### config.mk
export PLATFORM = sky130hd
export DESIGN_NAME = hes_status_select
export DESIGN_NICKNAME = d
export VERILOG_FILES = /design/src/design/hes_pkg.sv /design/src/design/hes_cmd_check.sv /design/src/design/hes_conn_tracker.sv /design/src/design/hes_status_select.sv
export VERILOG_INCLUDE_DIRS = /design/src /design/src/design
export SDC_FILE = /design/constraint.sdc
export NUM_CORES = 1
export LEC_CHECK = 0
export BUFFER_PORTS_ARGS = -buffer_cell sky130_fd_sc_hd__buf_2
export CORE_MARGIN = 8
export CORE_UTILIZATION = 40
export CTS_CLUSTER_DIAMETER = 60
export DETAILED_ROUTE_END_ITERATION = 6
export GPL_TIMING_DRIVEN = 0
export PLACE_DENSITY = 0.67
export SYNTH_ARGS = -nofsm -noshare
export SYNTH_HDL_FRONTEND = slang
export SYNTH_SLANG_ARGS = --single-unit
export TNS_END_PERCENT = 50
### constraint.sdc
create_clock -name clock -period 5.2 [get_ports clock]
set_input_delay 0.26 -clock clock [delete_from_list [all_inputs] [get_ports clock]]
set_output_delay 0.26 -clock clock [all_outputs]
set_load 0.02 [all_outputs]
### src/design/hes_map.svh
// status and reason code values and timing counts for the status selector
`ifndef HES_MAP_SVH
`define HES_MAP_SVH
`define HES_ST_OK          8'h00
`define HES_ST_SCO_MAX     8'h0A
`define HES_ST_ACL_EXISTS  8'h0B
`define HES_ST_DISALLOWED  8'h0C
`define HES_RJ_LO          8'h0D
`define HES_RJ_HI          8'h0F
`define HES_RS_HOST_TMO    8'h10
`define HES_ST_UNSUPPORTED 8'h11
`define HES_ST_INVALID     8'h12
`define HES_DC_LO          8'h13
`define HES_DC_HI          8'h15
`define HES_RS_LOCAL_TERM  8'h16
`define HES_ST_REPEATED    8'h17
`define HES_ST_NO_PAIRING  8'h18
`define HES_ST_NO_RFEAT    8'h1A
`define HES_ST_UNSPEC      8'h1F
`define HES_ST_LMP_PARAM   8'h20
`define HES_CLK_HZ         10_000_000
`define HES_ACCEPT_TIME_US 5000
`define HES_ACCEPT_CYCLES  (`HES_ACCEPT_TIME_US * (`HES_CLK_HZ / 1_000_000))
`endif

### src/design/hes_pkg.sv
// types shared by the status selector and its helpers
`default_nettype none
package hes_pkg;
  typedef enum logic [3:0] {
    CK_OTHER      = 4'b0000,
    CK_RESET      = 4'b0001,
    CK_ADD_SCO    = 4'b0010,
    CK_CREATE     = 4'b0011,
    CK_ACCEPT     = 4'b0100,
    CK_REJECT     = 4'b0101,
    CK_DISCONNECT = 4'b0110,
    CK_RESPONSE   = 4'b0111,
    CK_REMOTE     = 4'b1000
  } hes_cmd_kind_t;
  typedef enum logic [2:0] {
    EV_CMD_COMPLETE  = 3'b000,
    EV_CMD_STATUS    = 3'b001,
    EV_CONN_COMPLETE = 3'b010,
    EV_DISC_COMPLETE = 3'b011,
    EV_AUTH_COMPLETE = 3'b100,
    EV_ASSOC         = 3'b101
  } hes_evt_kind_t;
  typedef enum logic [2:0] {
    LK_CONN_REQ     = 3'b000,
    LK_REPEATED     = 3'b001,
    LK_PAIR_REFUSED = 3'b010,
    LK_NO_FEATURE   = 3'b011,
    LK_LMP_ERROR    = 3'b100,
    LK_DONE         = 3'b101
  } hes_link_kind_t;
  typedef enum logic [1:0] {
    RT_DIRECT      = 2'b00,
    RT_STATUS_THEN = 2'b01,
    RT_STATUS_OK   = 2'b10
  } hes_route_t;
  typedef struct packed {
    logic          valid;
    hes_cmd_kind_t kind;
    logic          cc_cmd;
    logic          len_ok;
    logic          value_ok;
    logic          hw_ok;
    logic          needs_acl;
    logic          handle_sco;
    logic          exec_fail;
    logic [47:0]   addr;
    logic [7:0]    reason;
  } hes_cmd_t;
  typedef struct packed {
    logic           valid;
    hes_link_kind_t kind;
    logic           in_setup;
    logic [7:0]     lmp_code;
    logic [47:0]    addr;
  } hes_link_t;
  typedef struct packed {
    logic          valid;
    hes_evt_kind_t kind;
    logic [7:0]    status;
  } hes_evt_t;
  typedef struct packed {
    logic       valid;
    logic [7:0] reason;
  } hes_air_t;
  typedef struct packed {
    hes_route_t    route;
    logic          use_cc;
    logic [7:0]    code;
    hes_evt_kind_t follow_kind;
    logic [7:0]    follow_code;
    logic          air_valid;
    logic [7:0]    air_reason;
  } hes_verdict_t;
endpackage
`default_nettype wire

### src/design/hes_cmd_check.sv
// combinational verdict on one host command: status code and event route
`default_nettype none
`include "hes_map.svh"
module hes_cmd_check #(
  parameter bit DEFER_CONN_ERR = 1'b0
) (
  input  wire hes_pkg::hes_cmd_t  cmd,
  input  wire logic               restricted,
  input  wire logic               addr_pending,
  input  wire logic               sco_limit,
  input  wire logic               acl_exists,
  output var hes_pkg::hes_verdict_t verdict
);
  // commands still accepted while only replies are expected
  function automatic logic allowed(input hes_pkg::hes_cmd_kind_t k);
    allowed = (k == hes_pkg::CK_ACCEPT) || (k == hes_pkg::CK_REJECT) ||
              (k == hes_pkg::CK_RESPONSE);
  endfunction

  function automatic logic in_range(input logic [7:0] v,
                                    input logic [7:0] lo,
                                    input logic [7:0] hi);
    in_range = (v >= lo) && (v <= hi);
  endfunction

  // ordered checks, first failing one decides the code
  always_comb begin
    verdict             = '0;
    verdict.route       = hes_pkg::RT_DIRECT;
    verdict.use_cc      = cmd.cc_cmd;
    verdict.code        = `HES_ST_OK;
    verdict.follow_kind = hes_pkg::EV_CONN_COMPLETE;
    if (cmd.kind == hes_pkg::CK_RESET) begin
      verdict.use_cc = 1'b1;
    end else if (restricted && !allowed(cmd.kind)) begin
      verdict.code = `HES_ST_DISALLOWED;
    end else if (!cmd.len_ok || !cmd.value_ok) begin
      verdict.code = `HES_ST_INVALID;
    end else if (cmd.needs_acl && cmd.handle_sco) begin
      verdict.code = `HES_ST_INVALID;
    end else if (allowed(cmd.kind) && !addr_pending) begin
      verdict.code = `HES_ST_INVALID;
    end else if (!cmd.hw_ok) begin
      verdict.code = `HES_ST_UNSUPPORTED;
    end else if (cmd.exec_fail) begin
      verdict.code = `HES_ST_UNSPEC;
    end else begin
      unique case (cmd.kind)
        hes_pkg::CK_ADD_SCO, hes_pkg::CK_CREATE: begin
          verdict.route = hes_pkg::RT_STATUS_OK;
          if ((cmd.kind == hes_pkg::CK_ADD_SCO && sco_limit) ||
              (cmd.kind == hes_pkg::CK_CREATE && acl_exists)) begin
            verdict.code        = (cmd.kind == hes_pkg::CK_ADD_SCO) ?
                                  `HES_ST_SCO_MAX : `HES_ST_ACL_EXISTS;
            verdict.follow_code = verdict.code;
            verdict.use_cc      = 1'b0;
            verdict.route       = DEFER_CONN_ERR ? hes_pkg::RT_STATUS_THEN
                                                 : hes_pkg::RT_DIRECT;
          end
        end
        hes_pkg::CK_REJECT: begin
          if (in_range(cmd.reason, `HES_RJ_LO, `HES_RJ_HI)) begin
            verdict.route       = hes_pkg::RT_STATUS_THEN;
            verdict.follow_code = cmd.reason;
            verdict.air_valid   = 1'b1;
            verdict.air_reason  = cmd.reason;
          end else begin
            verdict.code = `HES_ST_INVALID;
          end
        end
        hes_pkg::CK_DISCONNECT: begin
          if (in_range(cmd.reason, `HES_DC_LO, `HES_DC_HI) ||
              cmd.reason == `HES_ST_NO_RFEAT) begin
            verdict.route       = hes_pkg::RT_STATUS_THEN;
            verdict.follow_kind = hes_pkg::EV_DISC_COMPLETE;
            verdict.follow_code = `HES_RS_LOCAL_TERM;
            verdict.air_valid   = 1'b1;
            verdict.air_reason  = cmd.reason;
          end else begin
            verdict.code = `HES_ST_INVALID;
          end
        end
        hes_pkg::CK_ACCEPT, hes_pkg::CK_REMOTE: begin
          verdict.route = hes_pkg::RT_STATUS_OK;
        end
        default: begin
          verdict.route = hes_pkg::RT_DIRECT;
        end
      endcase
    end
  end
endmodule
`default_nettype wire

### src/design/hes_conn_tracker.sv
// pending incoming connection request and its accept timer
`default_nettype none
module hes_conn_tracker #(
  parameter int unsigned ACCEPT_CYCLES = 50000
) (
  input  wire logic        clock,
  input  wire logic        rst_b,
  input  wire logic        req_set,
  input  wire logic [47:0] req_addr,
  input  wire logic        req_clr,
  input  wire logic        tmo_ack,
  output logic             pending_r,
  output logic [47:0]      pend_addr_r,
  output logic             tmo_req_r
);
  localparam int CW = $clog2(ACCEPT_CYCLES + 1);
  logic [CW-1:0] count_r;
  logic          expire;

  initial begin
    if (ACCEPT_CYCLES < 1) $error("accept timer needs at least one cycle");
  end

  assign expire = pending_r && (count_r == '0) && !req_set && !req_clr;

  // request flag, a new request wins over a reply in the same cycle
  always_ff @(posedge clock or negedge rst_b) begin
    if (!rst_b) begin
      pending_r <= 1'b0;
    end else if (req_set) begin
      pending_r <= 1'b1;
    end else if (req_clr || expire) begin
      pending_r <= 1'b0;
    end
  end

  // address of the device whose request is outstanding
  always_ff @(posedge clock or negedge rst_b) begin
    if (!rst_b) begin
      pend_addr_r <= 48'h0000_0000_0000;
    end else if (req_set) begin
      pend_addr_r <= req_addr;
    end
  end

  // accept timer counts down while a request is outstanding
  always_ff @(posedge clock or negedge rst_b) begin
    if (!rst_b) begin
      count_r <= '0;
    end else if (req_set) begin
      count_r <= CW'(ACCEPT_CYCLES - 1);
    end else if (pending_r && count_r != '0) begin
      count_r <= count_r - 1'b1;
    end
  end

  // expiry stays raised until taken; a fresh expiry wins over the ack
  always_ff @(posedge clock or negedge rst_b) begin
    if (!rst_b) begin
      tmo_req_r <= 1'b0;
    end else if (expire) begin
      tmo_req_r <= 1'b1;
    end else if (tmo_ack) begin
      tmo_req_r <= 1'b0;
    end
  end
endmodule
`default_nettype wire

### src/design/hes_status_select.sv
// status and reason code selection for returned events and over-air reasons
`default_nettype none
`include "hes_map.svh"
module hes_status_select #(
  parameter int unsigned ACCEPT_CYCLES  = `HES_ACCEPT_CYCLES,
  parameter bit          DEFER_CONN_ERR = 1'b0
) (
  input  wire logic              clock,
  input  wire logic              rst_b,
  input  wire hes_pkg::hes_cmd_t  cmd_in,
  output logic                   cmd_ready_r,
  input  wire hes_pkg::hes_link_t link_in,
  output logic                   link_ready_r,
  input  wire logic              restricted,
  input  wire logic              sco_limit,
  input  wire logic              acl_exists,
  output var hes_pkg::hes_evt_t  evt_r,
  output var hes_pkg::hes_air_t  air_r,
  output logic                   conn_pending_r
);
  hes_pkg::hes_verdict_t verdict;
  hes_pkg::hes_evt_t     evt_nxt;
  hes_pkg::hes_air_t     air_nxt;
  hes_pkg::hes_evt_t     fol_evt_r;
  hes_pkg::hes_evt_t     fol_evt_nxt;
  hes_pkg::hes_air_t     fol_air_r;
  hes_pkg::hes_air_t     fol_air_nxt;
  logic                  follow_r;
  logic                  follow_nxt;
  logic                  link_turn_r;
  logic                  take_cmd;
  logic                  take_link;
  logic                  tmo_req;
  logic                  tmo_ack;
  logic                  sel_link;
  logic                  free;
  logic                  addr_pending;
  logic                  req_clr;
  logic [47:0]           pend_addr;
  logic                  pending;

  initial begin
    if (ACCEPT_CYCLES < 1) $error("accept timer too short");
  end

  // map one remote link result onto the event returned to the host
  function automatic hes_pkg::hes_evt_t link_evt(
    input hes_pkg::hes_link_t l
  );
    link_evt       = '0;
    link_evt.valid = 1'b1;
    link_evt.kind  = hes_pkg::EV_ASSOC;
    unique case (l.kind)
      hes_pkg::LK_CONN_REQ: begin
        link_evt.valid = 1'b0;
      end
      hes_pkg::LK_REPEATED: begin
        link_evt.kind   = l.in_setup ? hes_pkg::EV_CONN_COMPLETE
                                     : hes_pkg::EV_AUTH_COMPLETE;
        link_evt.status = `HES_ST_REPEATED;
      end
      hes_pkg::LK_PAIR_REFUSED: begin
        link_evt.kind   = l.in_setup ? hes_pkg::EV_CONN_COMPLETE
                                     : hes_pkg::EV_AUTH_COMPLETE;
        link_evt.status = `HES_ST_NO_PAIRING;
      end
      hes_pkg::LK_NO_FEATURE: begin
        link_evt.status = `HES_ST_NO_RFEAT;
      end
      hes_pkg::LK_LMP_ERROR: begin
        link_evt.status = (l.lmp_code == `HES_ST_LMP_PARAM) ?
                          `HES_ST_LMP_PARAM : `HES_ST_UNSPEC;
      end
      hes_pkg::LK_DONE: begin
        link_evt.status = `HES_ST_OK;
      end
      default: begin
        link_evt.status = `HES_ST_UNSPEC;
      end
    endcase
  endfunction

  // handshakes: a request is taken only while its ready is high
  assign take_cmd  = cmd_in.valid && cmd_ready_r;
  assign take_link = link_in.valid && link_ready_r;

  // accept timer expiry goes out once nothing else owns the output
  assign tmo_ack = tmo_req && !follow_r && !take_cmd && !take_link;

  // a reply only counts when it names the device that asked
  assign addr_pending = pending && (cmd_in.addr == pend_addr);

  // accept or reject that passed every check ends the pending request
  assign req_clr = take_cmd && verdict.code == `HES_ST_OK &&
                   (cmd_in.kind == hes_pkg::CK_ACCEPT ||
                    cmd_in.kind == hes_pkg::CK_REJECT);

  hes_cmd_check #(
    .DEFER_CONN_ERR (DEFER_CONN_ERR)
  ) u_check (
    .cmd          (cmd_in),
    .restricted   (restricted || pending),
    .addr_pending (addr_pending),
    .sco_limit    (sco_limit),
    .acl_exists   (acl_exists),
    .verdict      (verdict)
  );

  hes_conn_tracker #(
    .ACCEPT_CYCLES (ACCEPT_CYCLES)
  ) u_track (
    .clock       (clock),
    .rst_b       (rst_b),
    .req_set     (take_link && link_in.kind == hes_pkg::LK_CONN_REQ),
    .req_addr    (link_in.addr),
    .req_clr     (req_clr),
    .tmo_ack     (tmo_ack),
    .pending_r   (pending),
    .pend_addr_r (pend_addr),
    .tmo_req_r   (tmo_req)
  );

  // choose the next event: follow-up, then timeout, then link, then command
  always_comb begin
    evt_nxt     = '0;
    air_nxt     = '0;
    follow_nxt  = 1'b0;
    fol_evt_nxt = fol_evt_r;
    fol_air_nxt = fol_air_r;
    if (follow_r) begin
      evt_nxt = fol_evt_r;
      air_nxt = fol_air_r;
    end else if (tmo_ack) begin
      evt_nxt.valid  = 1'b1;
      evt_nxt.kind   = hes_pkg::EV_CONN_COMPLETE;
      evt_nxt.status = `HES_RS_HOST_TMO;
      air_nxt.valid  = 1'b1;
      air_nxt.reason = `HES_RS_HOST_TMO;
    end else if (take_link) begin
      evt_nxt = link_evt(link_in);
    end else if (take_cmd) begin
      evt_nxt.valid  = 1'b1;
      evt_nxt.status = verdict.code;
      unique case (verdict.route)
        hes_pkg::RT_DIRECT: begin
          evt_nxt.kind = verdict.use_cc ? hes_pkg::EV_CMD_COMPLETE
                                        : hes_pkg::EV_CMD_STATUS;
        end
        hes_pkg::RT_STATUS_THEN: begin
          evt_nxt.kind       = hes_pkg::EV_CMD_STATUS;
          evt_nxt.status     = `HES_ST_OK;
          follow_nxt         = 1'b1;
          fol_evt_nxt.valid  = 1'b1;
          fol_evt_nxt.kind   = verdict.follow_kind;
          fol_evt_nxt.status = verdict.follow_code;
          fol_air_nxt.valid  = verdict.air_valid;
          fol_air_nxt.reason = verdict.air_reason;
        end
        hes_pkg::RT_STATUS_OK: begin
          evt_nxt.kind = hes_pkg::EV_CMD_STATUS;
        end
        default: begin
          evt_nxt.kind   = hes_pkg::EV_CMD_STATUS;
          evt_nxt.status = `HES_ST_UNSPEC;
        end
      endcase
    end
  end

  // fair arbitration between host commands and link results
  assign free     = !follow_nxt && !tmo_req;
  assign sel_link = link_in.valid && (!cmd_in.valid || link_turn_r);

  // returned event and over-air reason registers
  always_ff @(posedge clock or negedge rst_b) begin
    if (!rst_b) begin
      evt_r <= '0;
      air_r <= '0;
    end else begin
      evt_r <= evt_nxt;
      air_r <= air_nxt;
    end
  end

  // second event of a two-step answer, held for one cycle
  always_ff @(posedge clock or negedge rst_b) begin
    if (!rst_b) begin
      follow_r  <= 1'b0;
      fol_evt_r <= '0;
      fol_air_r <= '0;
    end else begin
      follow_r  <= follow_nxt;
      fol_evt_r <= fol_evt_nxt;
      fol_air_r <= fol_air_nxt;
    end
  end

  // ready flags; never both high, dropped for a cycle after each take
  always_ff @(posedge clock or negedge rst_b) begin
    if (!rst_b) begin
      cmd_ready_r  <= 1'b0;
      link_ready_r <= 1'b0;
      link_turn_r  <= 1'b0;
    end else begin
      cmd_ready_r  <= free && !sel_link && cmd_in.valid && !take_cmd;
      link_ready_r <= free && sel_link && !take_link;
      if (take_cmd) begin
        link_turn_r <= 1'b1;
      end else if (take_link) begin
        link_turn_r <= 1'b0;
      end
    end
  end

  // mirror of the tracker's pending flag for the surrounding logic
  always_ff @(posedge clock or negedge rst_b) begin
    if (!rst_b) begin
      conn_pending_r <= 1'b0;
    end else begin
      conn_pending_r <= pending;
    end
  end
endmodule
`default_nettype wire

==> out/results.ini <==
[sta]
skew_ns=0.009740
hold_viol_final=9
min_period_over_period=0.5764
whs_ns=-0.001804
rsz0062_at_grt=no
relSlewSlack=0.3133
min_period_ns=2.997
setup_violations=0
fin_ws_ns=2.203
fin_setup_tns_ns=0
report.final.slew_viol_count=0
worst_pin_slew_ns=1.021
max_freq_mhz=333.6

[global_route]
antenna_found_initial=1
grtUsageMet2=0.2837
overflow=0
use_met1=0.2099
grt_util_all_layers=0.1726
grt_util_met3=0.04789
grt_pass1_wl_um=22970
grt_pass1_vias=4819
grt-busiest-layer=met2
grt_max_degree=64

[clocking]
clockBufferDepth=2
cts_hold_buf=0
cts_resized=0
cts_setup_buffers=0
cts_tree=yes
cts_sinks=111
clk_pin_slew_worst_paths_ns=0.07
clk_latency_ns=0.35
clock-root-buffer=clkbuf_16
ctsHtreeMaxLevel=3
cts_buffers=9

[setup_path]
slowest_delay_ns=0.47
r2r_start=u_track.pend_addr_r[23]$_DFFE_PN0P_
path_cells=xor2_1 > nor4_1 > nand4_1 > nor4_1 > a32o_1 > nand3_1 > buf_1 > mux2_2
ff2ff_setup_slack_ns=2.20
worst_setup_path_start_kind=flip-flop
cp_max_fo=10
rr_endpoint=fol_evt_r[0]$_DFFE_PN0P_
slowest_stage=nor4_1
cpMostUsedCell=nor4_1
cp.required_ns=5.43
end_kind=flip-flop
critPathKind=reg -> reg
ff2ff_path_depth=8
cp.arrival_ns=3.23
cp-startpoint=u_track.pend_addr_r[23]$_DFFE_PN0P_

[floorplan]
core.rowCount=42
die-area_um2=17030
start_util=0.4024
core_um2=13030
die_w_um=130.5
die_height_um=130.5
io_pins=158

[yosys]
synth_nets=690
synth_most_common_cell=nand2_1
synth_common_cells=nand2_1 (169), dfrtp_1 (111), xnor2_1 (38)
async_reset_ff_frac=1.000
synth_cell_type_count=47
yosysWarnings=0
synth_flop_cell=dfrtp_1
syn_avg_cell_area_um2=9.448
netlist.top_cell.by_area=dfrtp_1
syn-cell-area_um2=5244
synth-seq-area-share=0.5297
synth.top_cell.area_share=0.5297
synth_edf_count=0
ys_ff_latch=111
postSynthCellCount=555
synth_area_leaders=dfrtp_1 (53%), nand2_1 (12%), xnor2_1 (6.3%), xor2_1 (4.2%), mux2_2 (1.9%)

[layout]
final_core_util=0.5023
area_growth_pct=24.84
drive_gt1_frac=0.2572
diodes=0
nets=857
fillCellCount=1243
fin_area_um2=6546

[routing]
wire_per_inst_um=15.84
firstDrtPassIters=4
wl_um=14300
via_count=4497
avgViaCountPerCell=4.980
drt-initial-drc-count=290
drcViolationCount=0
drtAntennaViolNets=0

[power]
power.leakage_nw=3.350
power_density_nw_per_um2=347.9
vdd.ir_drop.worst_mv=0.1481

[hold_path]
hold_path.class=in -> async

[status]
outcome=complete, but fails checks
violations=hold timing

[placement]
portBuffers=155
globalplace.congestion=0.8413
dpl_cell_area_um2=6270
pre_cts_ws_ns=2.010
dp_hpwl_um=11080

[run]
drv_cap=0

-- per-layer routing --
layer  share of wire  up-vias
met4           0.019        2
met2            0.47      182
met1            0.43     2113
li1                -     2175
met5         0.00091        -
met3           0.088       25
-- per-stage QoR --
stage,power [W],std cells,hold slack [ns]
floorplan,0.001458,555,-0.03559
global placement,0.001608,886,0.4511
detailed placement,0.001640,887,0.4120
CTS,0.002294,903,0.02879
global route,0.002408,903,0.07263
finish,0.002278,903,-0.001804
-- registers in the layout (all words and copies together), names as in the netlist, 9 cells and up --
signal	cells
u_track.pend_addr_r	48
u_track.count_r	16
evt_r	12
fol_evt_r	10
air_r	9
fol_air_r	9
-- cell families (layout without fill, tap and decap cells) --
kind of cell | Yosys count | in the layout | synth area share
AOI/OAI and AO/OA | 60 | 60 | 0.07779
xor gates and xnor gates | 63 | 63 | 0.1052
adders and majority gates | 1 | 1 | 0.002386
buffers and inverters | 33 | 205 | 0.02458
DFF | 111 | 111 | 0.5297
muxes | 11 | 11 | 0.02315
and+or+nand+nor | 276 | 276 | 0.2372
-- worst max-delay path by stage --
| stage | slack, ns | to | depth (start not counted) |
|---|---|---|---|
| after floorplan | 2.54 | u_track.count_r[15]$_DFFE_PN0P_ | 9 |
| after detailed placement | 2.01 | fol_evt_r[0]$_DFFE_PN0P_ | 8 |
| after global routing | 2.01 | fol_evt_r[4]$_DFFE_PN0P_ | 8 |
| final | 2.20 | fol_evt_r[0]$_DFFE_PN0P_ | 8 |
| after global placement | 2.03 | fol_evt_r[0]$_DFFE_PN0P_ | 8 |
| after CTS | 2.22 | u_track.count_r[9]$_DFFE_PN0P_ | 9 |
-- cells in the final DEF (no fill, tap or decap), types with 10 or more instances in the layout --
cell	instances
inv_1	10
xnor2_1	38
nor4_1	14
nor3_1	11
clkbuf_1	21
o21ai_0	15
a21oi_1	14
dfrtp_1	111
buf_2	155
xor2_1	25
and2_1	16
nand2_1	169
nor2_1	22
-- report_power, final --
part | switching (W) | internal, W | leakage [nW]
registers | 0.000124 | 0.00102 | 1.43
clock network | 0.000315 | 0.000338 | 0.132
logic | 0.000247 | 0.000232 | 1.79
total | 0.000685 | 0.00159 | 3.35
-- worst max-delay path, delay by kind of cell, from the launching register on --
kind	cells	cell delay [ns]
buf+inv	1	0.32
simple gates	4	1.19
flops	1	0.40
mux	1	0.35
compound gates	1	0.44
xor+xnor	1	0.16
-- final cells by class --
type / count / area [um^2] / share of cell area
inverters: 10 / 37.54 / 0.005734
clock inverters: 5 / 33.78 / 0.005161
well taps: 176 / 220.2 / 0.03364
multi-input cells: 411 / 2337 / 0.3570
plain buffers: 23 / 91.34 / 0.01395
clock buffers: 11 / 242.7 / 0.03708
repair buffers: 156 / 805.8 / 0.1231
flip-flops and latches: 111 / 2778 / 0.4243
(Power assumes the default switching activity.)
